[src/verilog/dither_seq_pkg.sv]
package dither_seq_pkg;

   // Dither ratio select and slot timing
   localparam int RATIO_SEL_W = 3;
   localparam int SLOT_W = 3;
   localparam int PRE_W = 8;
   localparam logic [RATIO_SEL_W-1:0] RATIO_CODE_128 = 3'h4;
   localparam logic [SLOT_W-1:0] SLOT_LAST = 3'h7;
   localparam logic [SLOT_W-1:0] SLOT_TRACK_HIGH = 3'h2;
   localparam logic [SLOT_W-1:0] SLOT_CURRENT_STEP = 3'h3;
   localparam logic [SLOT_W-1:0] SLOT_TRACK_LOW = 3'h5;
   localparam logic [SLOT_W-1:0] SLOT_TRANSFER = 3'h6;

   // Current step of the modulation, in percent of the sampled current
   localparam logic [7:0] CURRENT_STEP_PCT = 8'h5a;

   // Pseudo-random phasing generator
   localparam int LFSR_W = 8;
   localparam logic [LFSR_W-1:0] LFSR_TAPS = 8'hb8;
   localparam logic [LFSR_W-1:0] LFSR_SEED = 8'h01;

   // Register map
   localparam int ADDR_W = 8;
   localparam logic [ADDR_W-1:0] REG_CTRL = 8'h00;
   localparam logic [ADDR_W-1:0] REG_STATUS = 8'h04;
   localparam logic [ADDR_W-1:0] REG_CYCLES = 8'h08;
   localparam int CTRL_ENABLE_BIT = 0;
   localparam int CTRL_FIXED_PHASE_BIT = 1;
   localparam logic [1:0] CTRL_RESET = 2'h1;
   localparam logic [1:0] RESP_OKAY = 2'h0;
   localparam logic [1:0] RESP_SLVERR = 2'h2;

   typedef enum {
      PH_IDLE,
      PH_REGULATE,
      PH_TRACK_HIGH,
      PH_CURRENT_STEP,
      PH_TRACK_LOW,
      PH_TRANSFER
   } phase_e;

   // Track controls: high tracks, low holds
   typedef struct packed {
      logic hold_cap_1;
      logic hold_cap_2;
      logic hold_cap_3;
      logic hold_cap_4;
   } hold_ctrl_s;

   // Clocks per slot: one eighth of the division ratio
   function automatic logic [PRE_W-1:0] slot_len(
      input logic [RATIO_SEL_W-1:0] code);
      slot_len = 8'h01 << code;
   endfunction : slot_len

endpackage : dither_seq_pkg

[src/verilog/dither_correction_sequencer.sv]
// Decided for this implementation: the AXI4-Lite interface to the registers and the placing of the registers.
`timescale 1ns/1ps
module dither_correction_sequencer
   import dither_seq_pkg::*;
(
   // Clock and reset
   input wire logic aclk,
   input wire logic aresetn,
   // Static pins and comparators, asynchronous
   input wire logic ratio_sel_b2,
   input wire logic ratio_sel_b1,
   input wire logic ratio_sel_b0,
   input wire logic spread_en,
   input wire logic excess_output_inhibit,
   input wire logic run_ok,
   // Loop and hold controls
   output logic regulate_out,
   output logic current_loop_en,
   output hold_ctrl_s hold_ctrl,
   output logic correction_apply,
   // AXI4-Lite write address
   input wire logic [ADDR_W-1:0] s_axi_awaddr,
   input wire logic s_axi_awvalid,
   output logic s_axi_awready,
   // AXI4-Lite write data
   input wire logic [31:0] s_axi_wdata,
   input wire logic [3:0] s_axi_wstrb,
   input wire logic s_axi_wvalid,
   output logic s_axi_wready,
   // AXI4-Lite write response
   output logic [1:0] s_axi_bresp,
   output logic s_axi_bvalid,
   input wire logic s_axi_bready,
   // AXI4-Lite read address
   input wire logic [ADDR_W-1:0] s_axi_araddr,
   input wire logic s_axi_arvalid,
   output logic s_axi_arready,
   // AXI4-Lite read data
   output logic [31:0] s_axi_rdata,
   output logic [1:0] s_axi_rresp,
   output logic s_axi_rvalid,
   input wire logic s_axi_rready
);

   localparam int SYNC_W = 6;

   // Pin synchronisers
   logic [SYNC_W-1:0] sync_a;
   logic [SYNC_W-1:0] sync_b;

   always_ff @(posedge aclk) begin
      if (!aresetn) begin
         sync_a <= '0;
         sync_b <= '0;
      end else begin
         sync_a <= {ratio_sel_b2, ratio_sel_b1, ratio_sel_b0,
                    spread_en, excess_output_inhibit, run_ok};
         sync_b <= sync_a;
      end
   end

   wire logic [RATIO_SEL_W-1:0] ratio_code = sync_b[5:3];
   wire logic spread_s = sync_b[2];
   wire logic inhibit_s = sync_b[1];
   wire logic run_s = sync_b[0];

   // Software control
   logic [1:0] ctrl;
   logic [31:0] cycle_count;

   wire logic running = run_s && ctrl[CTRL_ENABLE_BIT];
   wire logic spread_on = spread_s && !ctrl[CTRL_FIXED_PHASE_BIT];

   // Dither timing
   logic [SLOT_W-1:0] slot_idx;
   logic cycle_end;
   logic [LFSR_W-1:0] lfsr_value;

   slot_divider u_slot_divider (
      .aclk(aclk),
      .aresetn(aresetn),
      .run(running),
      .ratio_code(ratio_code),
      .spread(spread_on),
      .offset(lfsr_value),
      .slot_idx(slot_idx),
      .cycle_end(cycle_end)
   );

   // Stepped in fixed mode too, so enabling spread never starts from seed
   phase_lfsr u_phase_lfsr (
      .aclk(aclk),
      .aresetn(aresetn),
      .step(cycle_end),
      .value(lfsr_value)
   );

   // Slot to phase decode
   wire logic in_regulate = slot_idx < SLOT_TRACK_HIGH;
   wire logic in_track_high = !in_regulate && slot_idx < SLOT_CURRENT_STEP;
   wire logic in_step = slot_idx >= SLOT_CURRENT_STEP
                        && slot_idx < SLOT_TRACK_LOW;
   wire logic in_track_low = slot_idx >= SLOT_TRACK_LOW
                             && slot_idx < SLOT_TRANSFER;

   phase_e next_phase;

   always_comb begin
      if (!running) begin
         next_phase = PH_IDLE;
      end else if (in_regulate) begin
         next_phase = PH_REGULATE;
      end else if (in_track_high) begin
         next_phase = PH_TRACK_HIGH;
      end else if (in_step) begin
         next_phase = PH_CURRENT_STEP;
      end else if (in_track_low) begin
         next_phase = PH_TRACK_LOW;
      end else begin
         next_phase = PH_TRANSFER;
      end
   end

   phase_e phase;
   logic delta_valid;
   hold_ctrl_s next_hold;
   logic next_regulate;
   logic next_current;

   always_comb begin
      next_hold = '0;
      next_regulate = 1'b1;
      next_current = 1'b0;
      case (next_phase)
         PH_IDLE: begin
            next_regulate = 1'b1;
         end
         PH_REGULATE: begin
            next_hold.hold_cap_1 = 1'b1;
            next_hold.hold_cap_2 = 1'b1;
         end
         PH_TRACK_HIGH: begin
            next_hold.hold_cap_2 = 1'b1;
         end
         PH_CURRENT_STEP: begin
            next_regulate = 1'b0;
            next_current = 1'b1;
            next_hold.hold_cap_3 = 1'b1;
         end
         PH_TRACK_LOW: begin
            next_regulate = 1'b0;
            next_current = 1'b1;
            next_hold.hold_cap_3 = 1'b1;
         end
         PH_TRANSFER: begin
            next_hold.hold_cap_4 = 1'b1;
         end
         default: begin
            next_regulate = 1'b1;
         end
      endcase
   end

   // A delta exists only after a full transfer phase has completed
   wire logic transfer_done = phase == PH_TRANSFER
                              && next_phase != PH_TRANSFER;
   wire logic next_valid = running && (delta_valid || transfer_done);
   wire logic next_apply = next_valid && !inhibit_s;

   always_ff @(posedge aclk) begin
      if (!aresetn) begin
         phase <= PH_IDLE;
         hold_ctrl <= '0;
         regulate_out <= 1'b1;
         current_loop_en <= 1'b0;
         delta_valid <= 1'b0;
         correction_apply <= 1'b0;
      end else begin
         phase <= next_phase;
         hold_ctrl <= next_hold;
         regulate_out <= next_regulate;
         current_loop_en <= next_current;
         delta_valid <= next_valid;
         correction_apply <= next_apply && ctrl[CTRL_ENABLE_BIT];
      end
   end

   always_ff @(posedge aclk) begin
      if (!aresetn) begin
         cycle_count <= '0;
      end else if (cycle_end) begin
         cycle_count <= cycle_count + 32'h0000_0001;
      end
   end

   // One decode for both channels keeps reads and writes in agreement
   function automatic logic reg_mapped(input logic [ADDR_W-1:0] addr);
      reg_mapped = addr == REG_CTRL || addr == REG_STATUS
                   || addr == REG_CYCLES;
   endfunction : reg_mapped

   // AXI4-Lite slave
   logic [ADDR_W-1:0] wr_addr;
   logic [31:0] wr_data;
   logic [3:0] wr_strb;

   wire logic aw_hs = s_axi_awvalid && s_axi_awready;
   wire logic w_hs = s_axi_wvalid && s_axi_wready;
   wire logic wr_fire = !s_axi_awready && !s_axi_wready && !s_axi_bvalid;
   wire logic wr_ctrl = wr_addr == REG_CTRL;
   wire logic wr_ok = reg_mapped(wr_addr);
   wire logic b_hs = s_axi_bvalid && s_axi_bready;

   always_ff @(posedge aclk) begin
      if (!aresetn) begin
         s_axi_awready <= 1'b1;
         s_axi_wready <= 1'b1;
         s_axi_bvalid <= 1'b0;
         s_axi_bresp <= RESP_OKAY;
         wr_addr <= '0;
         wr_data <= '0;
         wr_strb <= '0;
      end else begin
         if (aw_hs) begin
            s_axi_awready <= 1'b0;
            wr_addr <= s_axi_awaddr;
         end
         if (w_hs) begin
            s_axi_wready <= 1'b0;
            wr_data <= s_axi_wdata;
            wr_strb <= s_axi_wstrb;
         end
         if (wr_fire) begin
            s_axi_bvalid <= 1'b1;
            s_axi_bresp <= wr_ok ? RESP_OKAY : RESP_SLVERR;
         end else if (b_hs) begin
            s_axi_bvalid <= 1'b0;
            s_axi_awready <= 1'b1;
            s_axi_wready <= 1'b1;
         end
      end
   end

   // Status and cycle count are read only; writes to them are ignored
   always_ff @(posedge aclk) begin
      if (!aresetn) begin
         ctrl <= CTRL_RESET;
      end else if (wr_fire && wr_ctrl && wr_strb[0]) begin
         ctrl <= wr_data[1:0];
      end
   end

   wire logic [31:0] status_word = {8'h00, CURRENT_STEP_PCT,
                                    5'h00, ratio_code,
                                    1'b0, SLOT_W'(phase),
                                    correction_apply, delta_valid,
                                    inhibit_s, run_s};

   wire logic [31:0] read_word =
      s_axi_araddr == REG_CTRL ? {30'h0000_0000, ctrl} :
      s_axi_araddr == REG_STATUS ? status_word :
      s_axi_araddr == REG_CYCLES ? cycle_count : 32'h0000_0000;
   wire logic rd_ok = reg_mapped(s_axi_araddr);
   wire logic ar_hs = s_axi_arvalid && s_axi_arready;

   always_ff @(posedge aclk) begin
      if (!aresetn) begin
         s_axi_arready <= 1'b1;
         s_axi_rvalid <= 1'b0;
         s_axi_rdata <= '0;
         s_axi_rresp <= RESP_OKAY;
      end else if (ar_hs) begin
         s_axi_arready <= 1'b0;
         s_axi_rvalid <= 1'b1;
         s_axi_rdata <= read_word;
         s_axi_rresp <= rd_ok ? RESP_OKAY : RESP_SLVERR;
      end else if (s_axi_rvalid && s_axi_rready) begin
         s_axi_rvalid <= 1'b0;
         s_axi_arready <= 1'b1;
      end
   end

endmodule : dither_correction_sequencer

[src/verilog/phase_lfsr.sv]
`timescale 1ns/1ps
module phase_lfsr
   import dither_seq_pkg::*;
(
   // Clock and reset
   input wire logic aclk,
   input wire logic aresetn,
   // Step once per dither cycle
   input wire logic step,
   output logic [LFSR_W-1:0] value
);

   wire logic feedback = ^(value & LFSR_TAPS);

   // Seeded non-zero and advanced only on step, so the sequence never locks up at zero
   always_ff @(posedge aclk) begin
      if (!aresetn) begin
         value <= LFSR_SEED;
      end else if (step) begin
         value <= {value[LFSR_W-2:0], feedback};
      end
   end

endmodule : phase_lfsr

[src/verilog/slot_divider.sv]
`timescale 1ns/1ps
module slot_divider
   import dither_seq_pkg::*;
(
   // Clock and reset
   input wire logic aclk,
   input wire logic aresetn,
   // Control
   input wire logic run,
   input wire logic [RATIO_SEL_W-1:0] ratio_code,
   input wire logic spread,
   input wire logic [LFSR_W-1:0] offset,
   // Timing
   output logic [SLOT_W-1:0] slot_idx,
   output logic cycle_end
);

   logic [PRE_W-1:0] pre;
   wire logic [PRE_W-1:0] len_m1 = slot_len(ratio_code) - 8'h01;
   wire logic slot_end = run && (pre == len_m1);
   wire logic wrap = slot_end && (slot_idx == SLOT_LAST);

   // Eight slots of ratio/8 clocks make one dither period; with spread, slot 0 is cut short by the offset
   always_ff @(posedge aclk) begin
      if (!aresetn || !run) begin
         pre <= '0;
         slot_idx <= '0;
         cycle_end <= 1'b0;
      end else begin
         cycle_end <= wrap;
         if (wrap && spread) begin
            pre <= offset[PRE_W-1:0] & len_m1;
         end else if (slot_end) begin
            pre <= '0;
         end else begin
            pre <= pre + 8'h01;
         end
         if (slot_end) begin
            slot_idx <= slot_idx + 3'h1;
         end
      end
   end

endmodule : slot_divider

[config.mk]
export PLATFORM = sky130hd
export DESIGN_NAME = dither_correction_sequencer
export DESIGN_NICKNAME = d
export VERILOG_FILES = /design/src/verilog/dither_seq_pkg.sv /design/src/verilog/dither_correction_sequencer.sv /design/src/verilog/phase_lfsr.sv /design/src/verilog/slot_divider.sv
export SDC_FILE = /design/constraint.sdc
export NUM_CORES = 1
export LEC_CHECK = 0
export ABC_CLOCK_PERIOD_IN_PS = 4900
export BUFFER_PORTS_ARGS = -buffer_cell sky130_fd_sc_hd__buf_2
export CAP_MARGIN = 20
export CORE_MARGIN = 1
export CORE_UTILIZATION = 55
export DETAILED_ROUTE_END_ITERATION = 6
export PLACE_DENSITY_LB_ADDON = 0.25
export SETUP_SLACK_MARGIN = 0.1
export SLEW_MARGIN = 20
export SYNTH_ARGS = -nofsm -noshare
export SYNTH_HDL_FRONTEND = slang
export SYNTH_SLANG_ARGS = --single-unit
export TNS_END_PERCENT = 5
[constraint.sdc]
create_clock -name aclk -period 4.9 [get_ports aclk]
set_input_delay 0.49 -clock aclk [delete_from_list [all_inputs] [get_ports aclk]]
set_output_delay 0.49 -clock aclk [all_outputs]
set_load 0.02 [all_outputs]
==> impl_metrics.yaml, run 1 <==
synthesis:
  avgSynthCellArea_um2: 9.03
  synth_top_flop_cell: "dfxtp_1"
  synth_cells: 573
  ys_seq_elements: 126
  yosysWarnings: 0
  synth_edf_count: 0
  synthesis.area_um2: 5170
  yosysUniqueCellTypes: 51
  synth_seq_area_share_pct: 48.7
  synth-async-reset-ratio_pct: 0
routing:
  via_per_inst: 5.52
  routedWlPerCell_um: 14.3
  vias: 4204
  drc: 0
  routed_wl_um: 10900
  drtAntennaViolNets: 0
  drt_iter0_drc: 153
  firstDrtPassIters: 4
die:
  core_area_um2: 9200
  dieHeight_um: 99
  design.die.area_um2: 9800
  die_w_um: 99
  io_pins: 113
  initial_core_util_pct: 56.3
  rows: 35
global_routing:
  grt_pass1_wl_um: 18300
  grt.total_usage_pct: 23.8
  grt_pass1_vias: 3973
  grt_antenna_before_repair: 1
  grt_max_degree: 33
  overflow: 0
placement:
  place_hpwl_um: 7320
  pre_cts_ws_ps: 2180
  gp_congestion: 0.856
  place_area_um2: 5560
  io_buffers: 77
  placed_cells: 729
pwr:
  pwr-share-clk_pct: 51.9
  p_comb_share_pct: 3.6
  irDropWorstVdd_v: 0.000252
  power_frac_seq_pct: 44.5
  power.switching_mw: 0.510
  power.internal_mw: 1.86
  powerDensity_nw_per_um2: 386
  swShare_pct: 21.6
  finalPower_mw: 2.37
  leakagePower_nw: 2.50
cts:
  cts_tree: "built"
  clkTransAtPathRegs_ps: 60
  cts_max_path_buffers: 2
  cts_max_level: 4
  cts-resized-gates: 0
  clk_latency_ps: 510
  cts_made_buffers: 17
  cts_setup_buffers: 0
  clockRootBuffer: "clkbuf_8"
  hold_buffers: 0
  numClockSinks: 126
critical_path:
  crit_start: "u_slot_divider.cycle_end$_SDFF_PP0_"
  rrSetupSlack_ps: 2320
  r2r-end: "cycle_count[20]$_SDFFE_PN0P_"
  crit_arrival_ps: 2970
  critPathLaunchType: "flip-flop"
  reg2reg_depth: 5
  cp_max_fo: 14
  end_kind: "flip-flop"
  crit-reg2reg-launch: "u_slot_divider.cycle_end$_SDFF_PP0_"
  critPathCapture: "cycle_count[20]$_SDFFE_PN0P_"
  worst-endpoint-required_ps: 5290
  path_class: "reg -> reg"
timing:
  finalCritPeriodShare_pct: 52.7
  timing.fmax_ghz: 0.387
  fin_skew_ps: 9.31
  setup_viol: 0
  setup_ws_ps: 2320
  drv_slew: 0
  tightest_slew_ps: 1030
  fin_tns_setup_ps: 0
  hold_viol: 0
  whs_ps: 179
  slew_headroom_pct: 31.1
  fin_crit_ps: 2580
  rsz0062_at_grt: "no"
min_path:
  hp-class: "in -> reg"
cells_and_area:
  fill_cells: 730
  fin_nets: 707
  area_growth_pct: 18.7
  drive_gt1_share_pct: 18.6
  final-instance-count-excl-fill: 762
  fin_area_um2: 6140
  final_core_utilization_pct: 66.8
run_status:
  outcome: "complete, no violations"
flow_run:
  cap_violations: 0
## cell usage after synthesis (2+ instances only)
cell type,count,area [µm²]
dfxtp_1,126,2520
nand2_1,58,218
nor2_1,57,214
a21oi_1,34,170
nand3_1,26,130
mux2i_1,25,250
xnor2_1,25,219
o21ai_0,23,115
a22o_1,18,158
clkbuf_1,18,67.6
nor3_1,18,90.1
and2_1,17,106
inv_1,16,60.1
nand4_1,11,68.8
a22oi_1,8,60.1
buf_1,8,30.0
nor2b_1,8,50.1
xor2_1,8,70.1
or3_1,6,37.5
and3_1,5,31.3
and4_1,5,43.8
ha_1,5,62.6
buf_2,4,20.0
buf_4,4,30.0
nor4_1,4,25.0
nand2b_1,3,18.8
or2_2,3,18.8
or4_1,3,22.5
a211oi_1,2,15.0
nand4_2,2,25.0
nor3_2,2,20.0
o211ai_1,2,15.0
## kinds of logic (layout without fill, tap and decap cells)
logic type / Yosys count / in the layout / share of synthesized area [%]
mux: 26 / 26 / 5.05
compound gates: 96 / 96 / 11.7
other cells: 1 / 3 / 0.0725
flops: 126 / 126 / 48.7
xor+xnor: 33 / 33 / 5.59
fa+ha+maj: 5 / 5 / 1.21
buf+inv: 52 / 128 / 4.30
simple gates: 234 / 234 / 23.3
## state kept, by name, indices dropped and copies added (netlist names), 3 cells and up
| register | cells |
|---|---|
| cycle_count | 32 |
| hold_ctrl | 4 |
| phase | 3 |
| s_axi_rdata | 32 |
| sync_a | 6 |
| sync_b | 6 |
| u_phase_lfsr.value | 8 |
| u_slot_divider.pre | 8 |
| u_slot_divider.slot_idx | 3 |
| wr_addr | 8 |
## area by class of cell
type	instances	area (µm²)	share of cell area [%]
Sequential cell	126	2520	41.1
Multi-Input combinational cell	396	2430	39.6
Clock buffer	22	443	7.21
Timing Repair Buffer	79	400	6.52
Clock inverter	10	139	2.26
Tap cell	111	139	2.26
Inverter	17	63.8	1.04
Antenna cell	1	2.50	0.0407
## routing by layer
| metal | part of all wire, % | vias to the layer above | GRT usage [%] |
|---|---|---|---|
| li1 | - | 2110 | - |
| met1 | 45 | 1964 | 28.9 |
| met2 | 48 | 112 | 39.9 |
| met3 | 5.5 | 18 | 7.30 |
| met4 | 1.5 | 0 | 8.61 |
| met5 | 0 | - | 0 |
## power groups by stage
stage / Sequential, mW / Clock [mW] / Combinational [mW]
floorplan: 1.07 / 0 / 0.0563
global placement: 1.07 / 0 / 0.0848
detailed placement: 1.08 / 0 / 0.0862
CTS: 1.05 / 1.24 / 0.0869
global route: 1.06 / 1.29 / 0.0974
finish: 1.05 / 1.23 / 0.0864
## layout by cell type (no fill, tap or decap), types with 4 or more instances in the layout
cell type   instances
nand3_1            26
dfxtp_1           126
ha_1                5
nor2_1             57
clkbuf_1            4
mux2i_1            25
or3_1               6
clkinvlp_4          4
buf_2              77
nand2_1            58
xnor2_1            25
inv_1              16
nor4_1              4
xor2_1              8
a22o_1             18
clkbuf_16          16
o21ai_0            23
and2_1             17
a21oi_1            34
nand4_1            11
nor3_1             18
and3_1              5
and4_1              5
a22oi_1             8
nor2b_1             8
## how the worst min path moves through the flow
stage / start / to / slack (ps) / depth (start not counted)
floorplan: sync_b[1]$_SDFF_PN0_ / correction_apply$_SDFF_PN0_ / 390 / 1
global placement: sync_a[0]$_SDFF_PN0_ / sync_b[0]$_SDFF_PN0_ / 410 / 1
detailed placement: sync_a[3]$_SDFF_PN0_ / sync_b[3]$_SDFF_PN0_ / 420 / 1
CTS: ratio_sel_b1 / sync_a[4]$_SDFF_PN0_ / 170 / 2
global route: ratio_sel_b0 / sync_a[3]$_SDFF_PN0_ / 170 / 2
finish: ratio_sel_b1 / sync_a[4]$_SDFF_PN0_ / 180 / 2
## critical path: stages, from the launching register on
cell and delay, ps:
dfxtp_1 740, and3_1 360, nand4_1 550, nor4_1 580, xnor2_1 180, nor2_1 50
No activity file was read; power rests on OpenSTA's default activity.
==> inputs of run 2 (changes only) <==
ABC_CLOCK_PERIOD_IN_PS = 2460   (was 4900)
CORE_UTILIZATION = 54   (was 55)
clock period = 2.46 ns   (was 4.9 ns; I/O delays follow)
==> run 2 against run 1 <==
Compared with the run above: clock skew increased by 1.2 ps; highest routed layer unchanged; sequential share of layout area decreased by 2.0 points; die area increased by 1.8%; via count increased by 3.9%; critical path type unchanged; largest cell class unchanged; maximum frequency increased by 23%; non-clock buffer count increased by 30.
==> impl_metrics.yaml, run 2 (synthesis results as in run 1) <==
die:
  design.die.area_um2: 9980
  core_area_um2: 9240
  io_pins: 113
  initial_core_util_pct: 56.0
  rows: 35
  dieHeight_um: 99.9
  die_w_um: 99.9
min_path:
  hp-class: "in -> reg"
placement:
  place_hpwl_um: 7470
  placed_cells: 758
  pre_cts_ws_ps: 399
  io_buffers: 77
  gp_congestion: 0.940
global_routing:
  grt_antenna_before_repair: 0
  grt.total_usage_pct: 25.3
  overflow: 0
  grt_pass1_wl_um: 19800
  grt_max_degree: 40
  grt_pass1_vias: 4179
routing:
  drt_iter0_drc: 204
  vias: 4370
  firstDrtPassIters: 5
  drc: 0
  drtAntennaViolNets: 0
  routed_wl_um: 11400
  routedWlPerCell_um: 14.1
  via_per_inst: 5.40
run_status:
  outcome: "complete, no violations"
pwr:
  power_frac_seq_pct: 43.2
  finalPower_mw: 4.85
  p_comb_share_pct: 4.4
  power.switching_mw: 1.04
  powerDensity_nw_per_um2: 751
  irDropWorstVdd_v: 0.000526
  swShare_pct: 21.5
  power.internal_mw: 3.81
  leakagePower_nw: 2.65
  pwr-share-clk_pct: 52.4
critical_path:
  critPathSlowestCell: "dfxtp_1"
  worst-path-buf-inv: 1
  end_kind: "flip-flop"
  cp_cell_sequence: "or4b_2, o21ai_0, o41ai_1, nand3_1, buf_4, and3_1"
  critPathCapture: "u_slot_divider.pre[7]$_SDFF_PP0_"
  cp.depth: 6
  rrSetupSlack_ps: 350
  cp_max_fo: 13
  critPathLaunchType: "flip-flop"
  crit_start: "sync_b[5]$_SDFF_PN0_"
  critical-path-top-delay-family: "simple AND/OR/NAND/NOR gates"
  crit-reg2reg-launch: "sync_b[5]$_SDFF_PN0_"
  path_class: "reg -> reg"
  r2r-end: "u_slot_divider.pre[7]$_SDFF_PP0_"
  reg2reg_depth: 6
  crit_arrival_ps: 2510
  cpPeakStageDelay_ps: 600
  worst-endpoint-required_ps: 2860
cells_and_area:
  fin_nets: 737
  mostFrequentLayoutCell: "dfxtp_1"
  area_growth_pct: 24.9
  final-instance-count-excl-fill: 809
  antenna_cells: 0
  regArea_um2: 2520
  top_regs: "cycle_count (32), s_axi_rdata (32)"
  multi_input_area_um2: 2430
  drive_gt1_share_pct: 19.7
  final_cell_mix: "dfxtp_1, buf_2, nand2_1, nor2_1, a21oi_1"
  fill_cells: 733
timing:
  slew_headroom_pct: 37.0
  rsz0062_at_grt: "no"
  finalCritPeriodShare_pct: 85.7
  whs_ps: 21.6
  hold_viol: 0
  fin_tns_setup_ps: 0
  tightest_slew_ps: 941
  drv_slew: 0
  timing.fmax_ghz: 0.474
  setup_ws_ps: 351
  fin_skew_ps: 10.5
  fin_crit_ps: 2110
  setup_viol: 0
cts:
  cts_made_buffers: 17
  clkTransAtPathRegs_ps: 60
  numClockSinks: 126
  clockRootBuffer: "clkbuf_8"
  cts_max_level: 4
  cts_max_path_buffers: 2
  clk_latency_ps: 520
  cts_tree: "built"
flow_run:
  cap_violations: 0
-- run 2: area by class of cell --
cell class	instances	share of cell area, %
repair buffers	109	10.4
multi-input cells	396	37.6
well taps	129	2.50
inverters	17	0.987
clock inverters	13	2.92
flip-flops and latches	126	39.0
clock buffers	19	6.52
-- run 2: tightest hold or removal path: cells and delay by family --
kind	cells	cell delay [ps]
compound gates	1	60
buf+inv	1	90
simple gates	1	90
-- run 2: power groups by stage --
stage / clock network [mW] / registers (mW) / logic [mW]
6_report: 2.55 / 2.10 / 0.212
5_1_grt: 2.68 / 2.10 / 0.234
4_1_cts: 2.58 / 2.10 / 0.209
3_5_place_dp: 0 / 2.14 / 0.185
3_3_place_gp: 0 / 2.14 / 0.180
2_1_floorplan: 0 / 2.14 / 0.112
-- run 2: per-stage QoR --
stage | area (µm²) | utilization, %
floorplan | 5180 | -
global placement | 5660 | 61.3
detailed placement | 5660 | 61.3
CTS | 6460 | 70.0
global route | 6460 | 70.0
finish | 6460 | 70.0
-- run 2: metal layers --
| metal | track usage (%) | routed length, µm | up-vias |
|---|---|---|---|
| met1 | 31.6 | 5080 | 2054 |
| li1 | - | - | 2171 |
| met3 | 7.24 | 616 | 16 |
| met5 | 0 | 0 | - |
| met4 | 9.16 | 175 | 0 |
| met2 | 41.8 | 5540 | 129 |
-- run 2: timing repair --
| action | 4_1_cts | 5_1_grt |
|---|---|---|
| hold buffers | 19 | 0 |
| buffers inserted | 0 | 0 |
| endpoints found under the setup margin | 0 | 0 |
| endpoints found under the hold margin | 18 | 0 |
| resized for setup | 0 | 0 |
-- run 2: worst min-delay path by stage --
stage / startpoint / to / slack [ps] / cells past startpoint
finish: s_axi_rready / s_axi_rvalid$_SDFFE_PN0P_ / 20 / 3
global route: s_axi_rready / s_axi_rvalid$_SDFFE_PN0P_ / 30 / 3
CTS: s_axi_awaddr[4] / wr_addr[4]$_SDFFE_PN0P_ / 0.8 / 3
detailed placement: sync_a[4]$_SDFF_PN0_ / sync_b[4]$_SDFF_PN0_ / 420 / 1
global placement: sync_a[0]$_SDFF_PN0_ / sync_b[0]$_SDFF_PN0_ / 410 / 1
floorplan: s_axi_wvalid / s_axi_wready$_SDFF_PN1_ / 350 / 1
